==> src/verilog/pin_mux_pkg.sv <==
package pin_mux_pkg;
   // =====================================================
   // operating modes, from the mode pins
   // =====================================================
   localparam logic [2:0] MODE_EXP_NOROM_A = 3'h4;
   localparam logic [2:0] MODE_EXP_NOROM_B = 3'h5;
   localparam logic [2:0] MODE_EXP_ROM     = 3'h6;
   localparam logic [2:0] MODE_SINGLE      = 3'h7;
   // =====================================================
   // port F pin positions
   // =====================================================
   localparam int PF_BUS_REQ  = 0;
   localparam int PF_LWR      = 3;
   localparam int PF_HWR      = 4;
   localparam int PF_RD       = 5;
   localparam int PF_AS       = 6;
   localparam int PF_CLK      = 7;
   // =====================================================
   // port G pin positions
   // =====================================================
   localparam int PG_CS3      = 1;
   localparam int PG_CS2      = 2;
   localparam int PG_CS1      = 3;
   localparam int PG_CS0      = 4;
   // =====================================================
   // reset values
   // =====================================================
   localparam logic       RST_BUS_RELEASE = 1'b0;
   localparam logic [7:0] RST_DDR8        = 8'h00;
   localparam logic [7:0] RST_PF_DDR      = 8'h80;
   localparam logic [4:0] RST_PG_DDR      = 5'h00;
endpackage

==> src/verilog/pin_cell.sv <==
`timescale 1ns/100ps
// =====================================================
// one pin: selects bus or gpio drive, registered
// =====================================================
module pin_cell (
   input  wire logic clock_i,
   input  wire logic nrst_i,
   input  wire logic bus_sel_i,
   input  wire logic bus_out_i,
   input  wire logic bus_oe_i,
   input  wire logic gpio_out_i,
   input  wire logic gpio_dir_i,
   input  wire logic pu_en_i,
   output logic      pin_out_o,
   output logic      pin_oe_n_o,
   output logic      pin_pu_o
);
   typedef struct packed {
      logic out;
      logic oe_n;
      logic pu;
   } cell_t;
   cell_t st_r;
   cell_t st_nxt;

   always_comb begin
      st_nxt.out  = bus_sel_i ? bus_out_i : gpio_out_i;
      st_nxt.oe_n = bus_sel_i ? ~bus_oe_i : ~gpio_dir_i;
      // pull-up only while the pin is an input
      st_nxt.pu   = pu_en_i & st_nxt.oe_n;
   end

   always_ff @(posedge clock_i or negedge nrst_i) begin
      if (!nrst_i) begin
         st_r <= '{out: 1'b0, oe_n: 1'b1, pu: 1'b0};
      end else begin
         st_r <= st_nxt;
      end
   end

   assign pin_out_o  = st_r.out;
   assign pin_oe_n_o = st_r.oe_n;
   assign pin_pu_o   = st_r.pu;
endmodule

==> src/verilog/port_pin_function_select.sv <==
// Behaviour
// in expanded modes the clock pin is an input at direction 0 and drives the clock at 1, reset 1.
// in expanded modes port F drives address, read and high write strobes, and low write on 16 bits.
// with an 8-bit bus the low-write pin is general I/O feeding irq 3 and the converter trigger.
// with bus release off (reset) the bus-request pin is general I/O feeding irq 2.
// with bus release on in expanded modes the pin is sampled as bus request, still feeding irq 2.
// in expanded modes chip-select-0 pin is an input at direction 0, the reset state of mode 6.
// in expanded modes chip-select-0 pin drives select 0 low-active at direction 1.
// chip selects 1 to 3 drive at direction 1; the select-3 pin feeds irq 7 in both directions.
// address-low and both data ports offer an input pull-up per pin.
// after a reset into modes 4 or 5 the select-0 direction is 1 from the first edge, driving select 0 from the second.
// in single-chip mode address-low and data ports are general I/O only.
// in expanded modes upper data port carries bits 15..8, lower port bits 7..0 on 16 bits only.
`timescale 1ns/100ps
module port_pin_function_select
   import pin_mux_pkg::*;
(
   input  wire logic        clock_i,
   input  wire logic        nrst_i,
   input  wire logic [2:0]  mode_i,
   input  wire logic        bus_16bit_i,
   input  wire logic        bus_release_enable_i,
   input  wire logic        ddr_write_i,
   input  wire logic [7:0]  pc_ddr_i,
   input  wire logic [7:0]  pd_ddr_i,
   input  wire logic [7:0]  pe_ddr_i,
   input  wire logic [7:0]  pf_ddr_i,
   input  wire logic [4:0]  pg_ddr_i,
   input  wire logic [7:0]  pc_gpio_i,
   input  wire logic [7:0]  pd_gpio_i,
   input  wire logic [7:0]  pe_gpio_i,
   input  wire logic [7:0]  pf_gpio_i,
   input  wire logic [4:0]  pg_gpio_i,
   input  wire logic [7:0]  pu_en_c_i,
   input  wire logic [7:0]  pu_en_d_i,
   input  wire logic [7:0]  pu_en_e_i,
   input  wire logic [7:0]  addr_low_i,
   input  wire logic [15:0] data_out_i,
   input  wire logic        data_oe_i,
   input  wire logic        sys_clock_i,
   input  wire logic        addr_strobe_n_i,
   input  wire logic        read_strobe_n_i,
   input  wire logic        high_write_strobe_n_i,
   input  wire logic        low_write_strobe_n_i,
   input  wire logic [3:0]  chip_sel_n_i,
   input  wire logic [7:0]  pf_pin_i,
   input  wire logic [4:0]  pg_pin_i,
   output logic [7:0]       pc_out_o,
   output logic [7:0]       pc_oe_n_o,
   output logic [7:0]       pc_pu_o,
   output logic [7:0]       pd_out_o,
   output logic [7:0]       pd_oe_n_o,
   output logic [7:0]       pd_pu_o,
   output logic [7:0]       pe_out_o,
   output logic [7:0]       pe_oe_n_o,
   output logic [7:0]       pe_pu_o,
   output logic [7:0]       pf_out_o,
   output logic [7:0]       pf_oe_n_o,
   output logic [4:0]       pg_out_o,
   output logic [4:0]       pg_oe_n_o,
   output logic             bus_request_in_o,
   output logic             ext_irq_in_2_o,
   output logic             ext_irq_in_3_o,
   output logic             ext_irq_in_7_o,
   output logic             converter_trigger_in_o,
   output logic             pf_ddr_o,
   output logic             pg_ddr0_o
);
   // =====================================================
   // state
   // =====================================================
   typedef struct packed {
      logic [7:0] pc_ddr;
      logic [7:0] pd_ddr;
      logic [7:0] pe_ddr;
      logic [7:0] pf_ddr;
      logic [4:0] pg_ddr;
      logic       strap_done;
      logic       bus_req;
      logic       ext_irq_in_2;
      logic       ext_irq_in_3;
      logic       ext_irq_in_7;
      logic       trig;
   } state_t;
   state_t st_r;
   state_t st_nxt;

   logic expanded;
   logic [7:0]  pf_sel;
   logic [7:0]  pf_bus;
   logic [7:0]  pf_bus_oe;
   logic [4:0]  pg_sel;
   logic [4:0]  pg_bus;
   logic [15:0] d_sel;

   assign expanded = (mode_i != MODE_SINGLE);

   // =====================================================
   // direction registers and sampled inputs
   // =====================================================
   always_comb begin
      st_nxt = st_r;
      if (ddr_write_i) begin
         st_nxt.pc_ddr = pc_ddr_i;
         st_nxt.pd_ddr = pd_ddr_i;
         st_nxt.pe_ddr = pe_ddr_i;
         st_nxt.pf_ddr = pf_ddr_i;
         st_nxt.pg_ddr = pg_ddr_i;
      end
      // mode pins are a strap: caught on the first edge after release
      if (!st_r.strap_done) begin
         st_nxt.strap_done = 1'b1;
         st_nxt.pf_ddr[PF_CLK] = expanded;
         if (mode_i == MODE_EXP_NOROM_A || mode_i == MODE_EXP_NOROM_B) begin
            st_nxt.pg_ddr[PG_CS0] = 1'b1;
         end else begin
            st_nxt.pg_ddr[PG_CS0] = 1'b0;
         end
      end
      // pins are sampled in every function but the 16-bit low-write strobe, so interrupts keep seeing them
      st_nxt.bus_req = (expanded && bus_release_enable_i) ? pf_pin_i[PF_BUS_REQ] : 1'b1;
      st_nxt.ext_irq_in_2    = pf_pin_i[PF_BUS_REQ];
      st_nxt.ext_irq_in_3    = (expanded && bus_16bit_i) ? 1'b1 : pf_pin_i[PF_LWR];
      st_nxt.trig    = (expanded && bus_16bit_i) ? 1'b1 : pf_pin_i[PF_LWR];
      st_nxt.ext_irq_in_7    = pg_pin_i[PG_CS3];
   end

   always_ff @(posedge clock_i or negedge nrst_i) begin
      if (!nrst_i) begin
         st_r <= '{pc_ddr: RST_DDR8, pd_ddr: RST_DDR8, pe_ddr: RST_DDR8,
                   pf_ddr: RST_PF_DDR, pg_ddr: RST_PG_DDR, strap_done: 1'b0,
                   bus_req: 1'b1, ext_irq_in_2: 1'b1, ext_irq_in_3: 1'b1, ext_irq_in_7: 1'b1, trig: 1'b1};
      end else begin
         st_r <= st_nxt;
      end
   end

   // =====================================================
   // function selection
   // =====================================================
   always_comb begin
      pf_sel    = 8'h00;
      pf_bus    = 8'hff;
      pf_bus_oe = 8'h00;
      pg_sel    = 5'h00;
      pg_bus    = 5'h1f;
      d_sel     = 16'h0000;
      // clock pin carries the clock in every mode; only its direction bit gates it
      pf_sel[PF_CLK]    = 1'b1;
      pf_bus[PF_CLK]    = sys_clock_i;
      pf_bus_oe[PF_CLK] = st_r.pf_ddr[PF_CLK];
      if (expanded) begin
         pf_sel[PF_AS] = 1'b1;
         pf_sel[PF_RD] = 1'b1;
         pf_sel[PF_HWR] = 1'b1;
         pf_bus[PF_AS] = addr_strobe_n_i;
         pf_bus[PF_RD] = read_strobe_n_i;
         pf_bus[PF_HWR] = high_write_strobe_n_i;
         pf_bus_oe[PF_AS] = 1'b1;
         pf_bus_oe[PF_RD] = 1'b1;
         pf_bus_oe[PF_HWR] = 1'b1;
         pf_sel[PF_LWR] = bus_16bit_i;
         pf_bus[PF_LWR] = low_write_strobe_n_i;
         pf_bus_oe[PF_LWR] = 1'b1;
         // bus-request pin becomes input-only while release is on
         pf_sel[PF_BUS_REQ] = bus_release_enable_i;
         // select 0 stays bus-owned; its direction bit alone gates the drive
         pg_sel[PG_CS0] = 1'b1;
         pg_sel[PG_CS1] = st_r.pg_ddr[PG_CS1];
         pg_sel[PG_CS2] = st_r.pg_ddr[PG_CS2];
         pg_sel[PG_CS3] = st_r.pg_ddr[PG_CS3];
         pg_bus[PG_CS0] = chip_sel_n_i[0];
         pg_bus[PG_CS1] = chip_sel_n_i[1];
         pg_bus[PG_CS2] = chip_sel_n_i[2];
         pg_bus[PG_CS3] = chip_sel_n_i[3];
         d_sel[15:8] = 8'hff;
         // an 8-bit bus leaves the lower data port to gpio
         d_sel[7:0] = bus_16bit_i ? 8'hff : 8'h00;
      end
   end

   // =====================================================
   // pin cells; single-chip leaves all of C, D, E as gpio
   // =====================================================
   // bus drive is registered too, so every pin lags a bus input by one cycle and a direction write by two
   genvar i;
   generate
      for (i = 0; i < 8; i++) begin : g8
         pin_cell u_c (.clock_i(clock_i), .nrst_i(nrst_i), .bus_sel_i(expanded),
            .bus_out_i(addr_low_i[i]), .bus_oe_i(1'b1), .gpio_out_i(pc_gpio_i[i]),
            .gpio_dir_i(st_r.pc_ddr[i]), .pu_en_i(pu_en_c_i[i]),
            .pin_out_o(pc_out_o[i]), .pin_oe_n_o(pc_oe_n_o[i]), .pin_pu_o(pc_pu_o[i]));
         pin_cell u_d (.clock_i(clock_i), .nrst_i(nrst_i), .bus_sel_i(d_sel[8+i]),
            .bus_out_i(data_out_i[8+i]), .bus_oe_i(data_oe_i), .gpio_out_i(pd_gpio_i[i]),
            .gpio_dir_i(st_r.pd_ddr[i]), .pu_en_i(pu_en_d_i[i]),
            .pin_out_o(pd_out_o[i]), .pin_oe_n_o(pd_oe_n_o[i]), .pin_pu_o(pd_pu_o[i]));
         pin_cell u_e (.clock_i(clock_i), .nrst_i(nrst_i), .bus_sel_i(d_sel[i]),
            .bus_out_i(data_out_i[i]), .bus_oe_i(data_oe_i), .gpio_out_i(pe_gpio_i[i]),
            .gpio_dir_i(st_r.pe_ddr[i]), .pu_en_i(pu_en_e_i[i]),
            .pin_out_o(pe_out_o[i]), .pin_oe_n_o(pe_oe_n_o[i]), .pin_pu_o(pe_pu_o[i]));
         pin_cell u_f (.clock_i(clock_i), .nrst_i(nrst_i), .bus_sel_i(pf_sel[i]),
            .bus_out_i(pf_bus[i]), .bus_oe_i(pf_bus_oe[i]), .gpio_out_i(pf_gpio_i[i]),
            .gpio_dir_i(st_r.pf_ddr[i]), .pu_en_i(1'b0),
            .pin_out_o(pf_out_o[i]), .pin_oe_n_o(pf_oe_n_o[i]), .pin_pu_o());
      end
      for (i = 0; i < 5; i++) begin : g5
         pin_cell u_g (.clock_i(clock_i), .nrst_i(nrst_i), .bus_sel_i(pg_sel[i]),
            .bus_out_i(pg_bus[i]), .bus_oe_i(st_r.pg_ddr[i]), .gpio_out_i(pg_gpio_i[i]),
            .gpio_dir_i(st_r.pg_ddr[i]), .pu_en_i(1'b0),
            .pin_out_o(pg_out_o[i]), .pin_oe_n_o(pg_oe_n_o[i]), .pin_pu_o());
      end
   endgenerate

   // sampled inputs and direction bits come straight from the state register
   assign bus_request_in_o       = st_r.bus_req;
   assign ext_irq_in_2_o         = st_r.ext_irq_in_2;
   assign ext_irq_in_3_o         = st_r.ext_irq_in_3;
   assign ext_irq_in_7_o         = st_r.ext_irq_in_7;
   assign converter_trigger_in_o = st_r.trig;
   assign pf_ddr_o               = st_r.pf_ddr[PF_CLK];
   assign pg_ddr0_o              = st_r.pg_ddr[PG_CS0];
endmodule

==> config.mk <==
export PLATFORM = sky130hd
export DESIGN_NAME = port_pin_function_select
export DESIGN_NICKNAME = d
export VERILOG_FILES = /design/src/verilog/pin_mux_pkg.sv /design/src/verilog/pin_cell.sv /design/src/verilog/port_pin_function_select.sv
export SDC_FILE = /design/constraint.sdc
export NUM_CORES = 1
export LEC_CHECK = 0
export BUFFER_PORTS_ARGS = -buffer_cell sky130_fd_sc_hd__clkbuf_2
export CAP_MARGIN = 20
export CORE_ASPECT_RATIO = 1.25
export CORE_MARGIN = 10
export CORE_UTILIZATION = 42
export DETAILED_ROUTE_END_ITERATION = 7
export PLACE_DENSITY = 0.76
export REMOVE_ABC_BUFFERS = 1
export SYNTH_ARGS = -nofsm -noshare
export SYNTH_HDL_FRONTEND = slang
export SYNTH_SLANG_ARGS = --single-unit
==> constraint.sdc <==
create_clock -name clock_i -period 0.8 [get_ports clock_i]
set_input_delay 0.16 -clock clock_i [delete_from_list [all_inputs] [get_ports clock_i]]
set_output_delay 0.16 -clock clock_i [all_outputs]
set_load 0.05 [all_outputs]
==> results of run 1 <==
==> what timing repair did <==
action                                  in CTS  in global routing
endpoints found under the setup margin     115                123
setup buffers                                2                  4
hold buffers                               131                  0
resized for setup                          122                 68
pin swaps                                    1                  0
hold endpoints to repair                   197                  0
==> synth_stat cells <==
cell,count
buf_4,102
dfrtp_1,98
nand2_1,82
dfstp_2,42
mux2_2,36
a21oi_1,18
o21ai_0,18
and2_1,16
nor2_1,12
and3_1,9
inv_1,8
buf_2,7
buf_6,4
nand3_1,3
mux2_4,2
nand2b_1,2
nor2_4,2
a22o_1,1
clkbuf_1,1
clkbuf_2,1
conb_1,1
mux2i_1,1
nand2_4,1
nand3_2,1
or2_2,1
==> kinds of logic after synthesis <==
logic type             after synthesis
buffers and inverters              123
other                                1
muxes                               39
and+or+nand+nor                    129
AOI/OAI and AO/OA                   37
DFF                                140
==> final cells by class <==
type,instances,area (sq um),share of cell area (%)
well taps,171,214,2.14
clock buffers,20,447,4.47
multi-input cells,206,1260,12.6
diodes,5,12.5,0.125
repair buffers,424,4310,43.1
flip-flops and latches,140,3560,35.6
inverters,8,32.5,0.325
clock inverters,11,170,1.70
==> metal layers <==
layer  vias up  share of wire, %
li1       2058                 -
met1      2292                32
met2       220                56
met3        64               7.1
met4         0               5.0
met5         -                 0
==> power groups by stage <==
stage	combinational, mW	sequential, mW	clock [mW]
detailed placement	3.79	8.18	0
global placement	3.71	8.15	0
finish	4.86	8.17	8.25
CTS	4.65	8.10	8.35
global route	5.07	8.22	8.68
floorplan	0.516	9.41	0
==> final timing paths <==
path	endpoint	slack, ps	cells after the start
worst max-delay path	ext_irq_in_3_o	-500	1
worst min-delay path	bus_request_in_o$_DFF_PN1_	50	3
worst max register to register	pf_ddr_o$_DFFE_PN1P_	-220	4
worst min register to register	g5[0].u_g.pin_oe_n_o$_DFF_PN1_	370	1
max in group asynchronous	g8[0].u_e.pin_oe_n_o$_DFF_PN1_	90	3
min in group asynchronous	st_r[30]$_DFFE_PN0P_	200	2
==> metrics.txt, run 1 <==
Clk network pwr share 38.8%; die area 18600 sq um; setup violators final 112; pin count of the biggest net entering global routing 32; Min-Delay Path Class in2reg; first-pass GRT wire length 30300 um; Highest Clock Rate 0.768 GHz; Net Sw Frac 27.4%; Antenna Nets Post-Route 0; Yosys reg bits 140; CP required 640 ps; Logic pwr share 22.8%; CTS sink count 140; Core ar. 13200 sq um; simple-gate share of the synthesized area 10.4%; Clock Path Buffers 2; hold_ws 49.1 ps; clock skew 7.25 ps; Peak supply drop 1630 uV; via/cell ratio 4.70; synth unique cells 25; Pre-antenna DRT Iters 4; synthesized area 5670 sq um; post-route cell area 10000 sq um; total power 21.3 mW; CP bufs+invs 1; cell taking the most area after synthesis dfrtp_1; NetSw 5.83 mW; failing checks negative setup slack; total power divided by cell area 2130 nW/um^2; dpl hpwl 12300 um; CTS tree built; fin. max-slew vios 0; clock root cell clkbuf_16; Die Wd 124 um; IO buf count 246; setup TNS -39520 ps; post-synthesis sequential area ratio 62.8%; commonest non-fill, non-tap cell in the layout clkbuf_2; Max Cap Violations 0; WP data arrival 1140 ps; nets 950; Worst Setup SP converter_trigger_in_o$_DFF_PN1_; CP max-delay cell dfstp_2; most frequent cells in the layout 139 x clkbuf_2, 131 x dlygate4sd3_1, 98 x dfrtp_1; final wirelength 20500 um; crit path max fanout 2; top post-synthesis cells by area dfrtp_1 43%, dfstp_2 19%, buf_4 14%; Top Usage Layer GRT met2; crit path time final 1300 ps; fin util 75.6%; Placement Setup Slack -455 ps; XOR/XNOR share of the synthesized area 0%; Adder-Cell Fraction of Synth Area 0%; TritonCTS buffer count 17; Power Internal 15.5 mW; initial antenna violation count 5; drt first-iter violations 221; final critical-path share of the clock period 163%; Crit. End Element primary output; startpoint type of the worst setup path flip-flop; GRT overflow 0; met2 Use GR 39.4%; Layout Cells excl Fill 985; area grow syn2layout 76.5%; LEAKAGE 4.81 nW; gpl congestion 0.807; Yosys warning count 0; complex-gate fraction of the synthesized area 3.33%; Worst-Skew Late Latency 410 ps; overall fraction of global-route tracks in use 21.7%; Fin. Hold Viols 0; Rows 47; Via Count 4634; H-tree Lvls 4; GR Layer Usage met1 20.3%; outcome finished, violations left; delay-heaviest family, CP flip-flops; Crit Path Class reg2out; max reg flops 36; grt met3 use 7.61%; worst setup margin -502 ps; share of Yosys cell area claimed by the top area cell type 43.3%; r2r startpoint pf_ddr_o$_DFFE_PN1P_; share of layout cells above drive strength 1 50.9%; starting density of the core 42.8%; RSZ-0062 raised after global routing true; routed len/inst 20.8 um; number of global-route vias before repair 5437; post-synthesis mux area share 7.86%; crit-path max cell delay 580 ps; cell count after placement 813; Reg power frac 38.4%; CP cell instances buf_12; placed instance area 7390 sq um; clock transition at the registers of the reported paths 60 ps; Reg with most FFs st_r; hold path start bus_release_enable_i; largest family of logic cells by synthesized area buffers and inverters; I/O pin count 258; DRC 0; die height 150 um; Fillers 741; syn avg cell area 12.1 sq um; Post-Syn Instances 469
Power figures use the tool's default switching activity.
==> run 2: changes to the inputs <==
- MAX_ROUTING_LAYER: not set -> met4
- TNS_END_PERCENT: not set -> 30
==> metrics.txt, run 2 (synthesis results as in run 1) <==
commonest non-fill, non-tap cell in the layout clkbuf_2; first-pass GRT wire length 30000 um (-1.1%); initial antenna violation count 5 (unchanged); clock root cell clkbuf_16; Crit. End Element primary output; Core ar. 13200 sq um (unchanged); Via Count 4569 (-1.4%); fin util 75.1% (-0.49 points); final critical-path share of the clock period 163% (-0.17 points); starting density of the core 42.8% (unchanged); most frequent cells in the layout 140 x clkbuf_2, 131 x dlygate4sd3_1, 98 x dfrtp_1; nets 946 (-0.42%); share of layout cells above drive strength 1 50.6% (-0.37 points); total power divided by cell area 2140 nW/um^2 (+0.38%); area grow syn2layout 75.4%; overall fraction of global-route tracks in use 22.1% (+0.39 points); clock transition at the registers of the reported paths 60 ps (about the same); Pre-antenna DRT Iters 4 (unchanged); Min-Delay Path Class in2reg; Worst-Skew Late Latency 410 ps (about the same); fin. max-slew vios 0 (unchanged); CP max-delay cell dfstp_2; delay-heaviest family, CP flip-flops; Reg with most FFs st_r; Max Cap Violations 0 (unchanged); outcome finished, violations left; footprint of the multi-input gates 1250 sq um (-1.2%); Highest Clock Rate 0.769 GHz (+0.10%); IO buf count 246 (unchanged); final wirelength 20100 um (-1.7%); die area 18600 sq um (unchanged); CTS tree built; max reg flops 36 (unchanged); CP bufs+invs 1 (unchanged); number of global-route vias before repair 5367 (-1.3%); GRT overflow 0 (unchanged); hold_ws 13.0 ps (-36.0 ps); via/cell ratio 4.66 (-1.0%); clock skew 7.27 ps (+0.0248 ps); gpl congestion 0.819 (+1.5%); crit path max fanout 2 (unchanged); CP required 640 ps (about the same); Die Wd 124 um (unchanged); worst setup margin -500 ps (+1.35 ps); Peak supply drop 1490 uV (-8.6%); sequential cell area 3560 sq um (unchanged); pin count of the biggest net entering global routing 32 (unchanged); Fillers 748 (+0.94%); LEAKAGE 4.79 nW (-0.53%); total power 21.2 mW (-0.27%); Layout Cells excl Fill 981 (-0.41%); Antenna Nets Post-Route 0 (unchanged); H-tree Lvls 4 (unchanged); Crit Path Class reg2out; I/O pin count 258 (unchanged); DRC 0 (unchanged); CTS sink count 140 (unchanged); Clock Path Buffers 2 (unchanged); startpoint type of the worst setup path flip-flop; Fin. Hold Viols 0 (unchanged); drt first-iter violations 215 (-2.7%); TritonCTS buffer count 17 (unchanged); cell count after placement 813 (unchanged); CP cell instances buf_12; crit path time final 1300 ps (-1.35 ps); Rows 47 (unchanged); dpl hpwl 12300 um (unchanged); die height 150 um (unchanged); crit-path max cell delay 580 ps (about the same); routed len/inst 20.5 um (-1.3%); RSZ-0062 raised after global routing true; setup violators final 112 (unchanged); failing checks negative setup slack; WP data arrival 1140 ps (about the same)
## run 2: final cells by class
class | instances | area share [%]
tap | 171 | 2.15
sequential | 140 | 35.8
antenna | 5 | 0.126
clock buffer | 20 | 4.50
clock inverter | 11 | 1.71
timing repair buffer | 420 | 42.9
multi-input combinational | 206 | 12.6
inverter | 8 | 0.302
## run 2: report_power, final
group | leakage, nW | switching (mW) | internal (mW) | total (mW)
Clock | 0.304 | 2.97 | 5.29 | 8.26
Combinational | 2.86 | 2.43 | 2.37 | 4.79
Sequential | 1.63 | 0.417 | 7.75 | 8.17
Total | 4.79 | 5.81 | 15.4 | 21.2
## run 2: final timing paths
| path | slack (ps) | start | depth (start not counted) | to |
|---|---|---|---|---|
| worst max-delay path | -500 | converter_trigger_in_o$_DFF_PN1_ | 1 | ext_irq_in_3_o |
| worst min-delay path | 10 | bus_16bit_i | 2 | g8[3].u_f.pin_oe_n_o$_DFF_PN1_ |
| worst max register to register | -180 | pf_ddr_o$_DFFE_PN1P_ | 3 | pf_ddr_o$_DFFE_PN1P_ |
| worst min register to register | 370 | st_r[6]$_DFFE_PN0P_ | 1 | g5[0].u_g.pin_oe_n_o$_DFF_PN1_ |
| max in group asynchronous | 90 | nrst_i | 3 | g8[1].u_d.pin_oe_n_o$_DFF_PN1_ |
| min in group asynchronous | 200 | nrst_i | 2 | st_r[30]$_DFFE_PN0P_ |
## run 2: layer usage
metal  vias to the layer above  part of all wire [%]  track usage (%)
li1                       2050                     -                -
met1                      2236                    33             21.1
met2                       222                    56             38.4
met3                        61                   7.0             6.52
met4                         0                   4.7             13.2
met5                         -                     0                -
## run 2: through the flow
| stage | cell area (sq um) | worst slack (ps) | TNS [ps] |
|---|---|---|---|
| final | 9930 | -500 | -39080 |
| after global routing | 9930 | -536 | -42580 |
| after CTS | 9830 | -513 | -40850 |
| after detailed placement | 7390 | -455 | -35870 |
| after global placement | 7390 | -413 | -32450 |
| after floorplan | 4810 | -751 | -37970 |
## run 2: timing repair
item,in CTS,in global routing
setup buffers,1,0
resized for setup,116,66
pin swaps,1,1
hold buffers,131,0
hold endpoints to repair,197,0
gates cloned,0,0
setup endpoints to repair,115,146
==> run 3: changes to the inputs <==
- BUFFER_PORTS_ARGS: -buffer_cell sky130_fd_sc_hd__clkbuf_2 -> -buffer_cell sky130_fd_sc_hd__buf_2
- CORE_UTILIZATION: 42 -> 47
- HOLD_SLACK_MARGIN: not set -> 0.02
- PLACE_DENSITY: 0.76 -> 0.8
- clock period: 0.8 -> 1.2 ns (I/O delays scaled with it)
==> metrics.txt, run 3 (synthesis results as in run 1) <==
outcome finished, violations left; failing checks negative setup slack; initial antenna violation count 2 (-3); worst setup margin -161 ps (+340 ps); most frequent cells in the layout 140 x buf_2, 98 x dfrtp_1, 82 x nand2_1; pin count of the biggest net entering global routing 51 (+59%); LEAKAGE 4.00 nW (-16%); clock root cell clkbuf_16; CTS sink count 140 (unchanged); commonest non-fill, non-tap cell in the layout buf_2; die area 16900 sq um (-9.1%); Pre-antenna DRT Iters 4 (unchanged); dpl hpwl 11100 um (-10%); GRT overflow 0 (unchanged); CTS tree built; Peak supply drop 1110 uV (-25%); crit-path max cell delay 550 ps (-30 ps); total power divided by cell area 1620 nW/um^2 (-24%); nets 816 (-14%); Hold Path End g8[6].u_c.pin_out_o$_DFF_PN0_; delay-heaviest family, CP flip-flops; Via Count 3956 (-13%); via/cell ratio 4.72 (+1.4%); Layout Cells excl Fill 838 (-15%); gpl congestion 0.780 (-4.8%); overall fraction of global-route tracks in use 19.2% (-2.9 points); final critical-path share of the clock period 113%; startpoint type of the worst setup path flip-flop; final wirelength 16000 um (-21%); Core ar. 11700 sq um (-11%); starting density of the core 48.3% (+5.5 points); drt first-iter violations 196 (-8.8%); hold depth 3 (+1); clock transition at the registers of the reported paths 60 ps (about the same); number of global-route vias before repair 4537 (-15%); Clock Path Buffers 2 (unchanged); CP required 960 ps (+320 ps); WP data arrival 1120 ps (-20 ps); Crit. End Element primary output; area grow syn2layout 43.8%; hold path start pc_gpio_i[6]; DRC 0 (unchanged); fin. max-slew vios 0 (unchanged); IO buf count 246 (unchanged); Rows 44 (-6.4%); max reg flops 36 (unchanged); die height 143 um (-4.7%); Fin. Hold Viols 0 (unchanged); cell count after placement 781 (-3.9%); I/O pin count 258 (unchanged); Crit Path Class reg2out; CP cell instances buf_6; crit path max fanout 2 (unchanged); r2r startpoint pf_ddr_o$_DFFE_PN1P_; RSZ-0062 raised after global routing true; H-tree Lvls 4 (unchanged); routed len/inst 19.0 um (-7.2%); TritonCTS buffer count 17 (unchanged); Die Wd 118 um (-4.6%); reg2reg end pf_ddr_o$_DFFE_PN1P_; crit path time final 1360 ps; first-pass GRT wire length 24500 um (-18%); Highest Clock Rate 0.735 GHz; share of layout cells above drive strength 1 56.7% (+6.2 points); clock skew 4.13 ps (-3.14 ps); Max Cap Violations 0 (unchanged); R2R setup slack 170 ps (+350 ps); Min-Delay Path Class in2reg; setup violators final 44 (-61%); Worst-Skew Late Latency 400 ps (about the same); reg2reg path depth 4 (+1); Antenna Nets Post-Route 0 (unchanged); CP max-delay cell dfstp_2; Reg with most FFs st_r; total power 13.2 mW (-38%); CP bufs+invs 1 (unchanged)
==> run 3: final cells by class <==
type	count	area (sq um)
diodes	2	5.00
clock buffers	18	429
clock inverters	13	165
fillers	755	3580
inverters	8	30.0
multi-input cells	206	1220
flip-flops and latches	140	3560
well taps	161	201
repair buffers	290	2530
==> run 3: repair_timing <==
action	in CTS	in global routing
hold endpoints to repair	118	1
hold buffers	21	1
gates resized for setup	247	4
buffers inserted	1	1
endpoints found under the setup margin	105	96
==> run 3: per-layer routing <==
layer  track usage [%]  routed length [um]  up-vias
li1                  -                   -     1789
met1              18.7                5670     1945
met2              33.6                8550      194
met3              7.22                1310       28
met4              8.34                 435        0
met5                 -                   0        -
==> run 3: worst max-delay path by stage <==
stage / start / endpoint / cells past startpoint
final: converter_trigger_in_o$_DFF_PN1_ / ext_irq_in_3_o / 1
after global routing: converter_trigger_in_o$_DFF_PN1_ / converter_trigger_in_o / 1
after CTS: converter_trigger_in_o$_DFF_PN1_ / ext_irq_in_3_o / 1
after detailed placement: mode_i[2] / g8[7].u_d.pin_pu_o$_DFF_PN0_ / 7
after global placement: mode_i[2] / g8[4].u_d.pin_pu_o$_DFF_PN0_ / 7
after floorplan: mode_i[2] / g8[0].u_e.pin_out_o$_DFF_PN0_ / 3
==> run 3: per-stage QoR <==
| stage | hold WS [ps] | util, % | setup WS (ps) | setup TNS [ps] | area [sq um] |
|---|---|---|---|---|---|
| CTS | 21.9 | 69.1 | -171 | -6440 | 8110 |
| global route | 20.3 | 69.5 | -197 | -7620 | 8150 |
| global placement | 87.4 | 55.4 | -184 | -3490 | 6500 |
| finish | 38.8 | 69.5 | -161 | -5470 | 8150 |
| detailed placement | 85.3 | 55.4 | -219 | -4990 | 6500 |
| floorplan | -55.6 | - | -431 | -10720 | 4810 |
==> run 3: report_power, final <==
group,switching [mW],internal (mW)
Combinational,1.47,1.05
Sequential,0.221,5.17
Clock,1.97,3.27
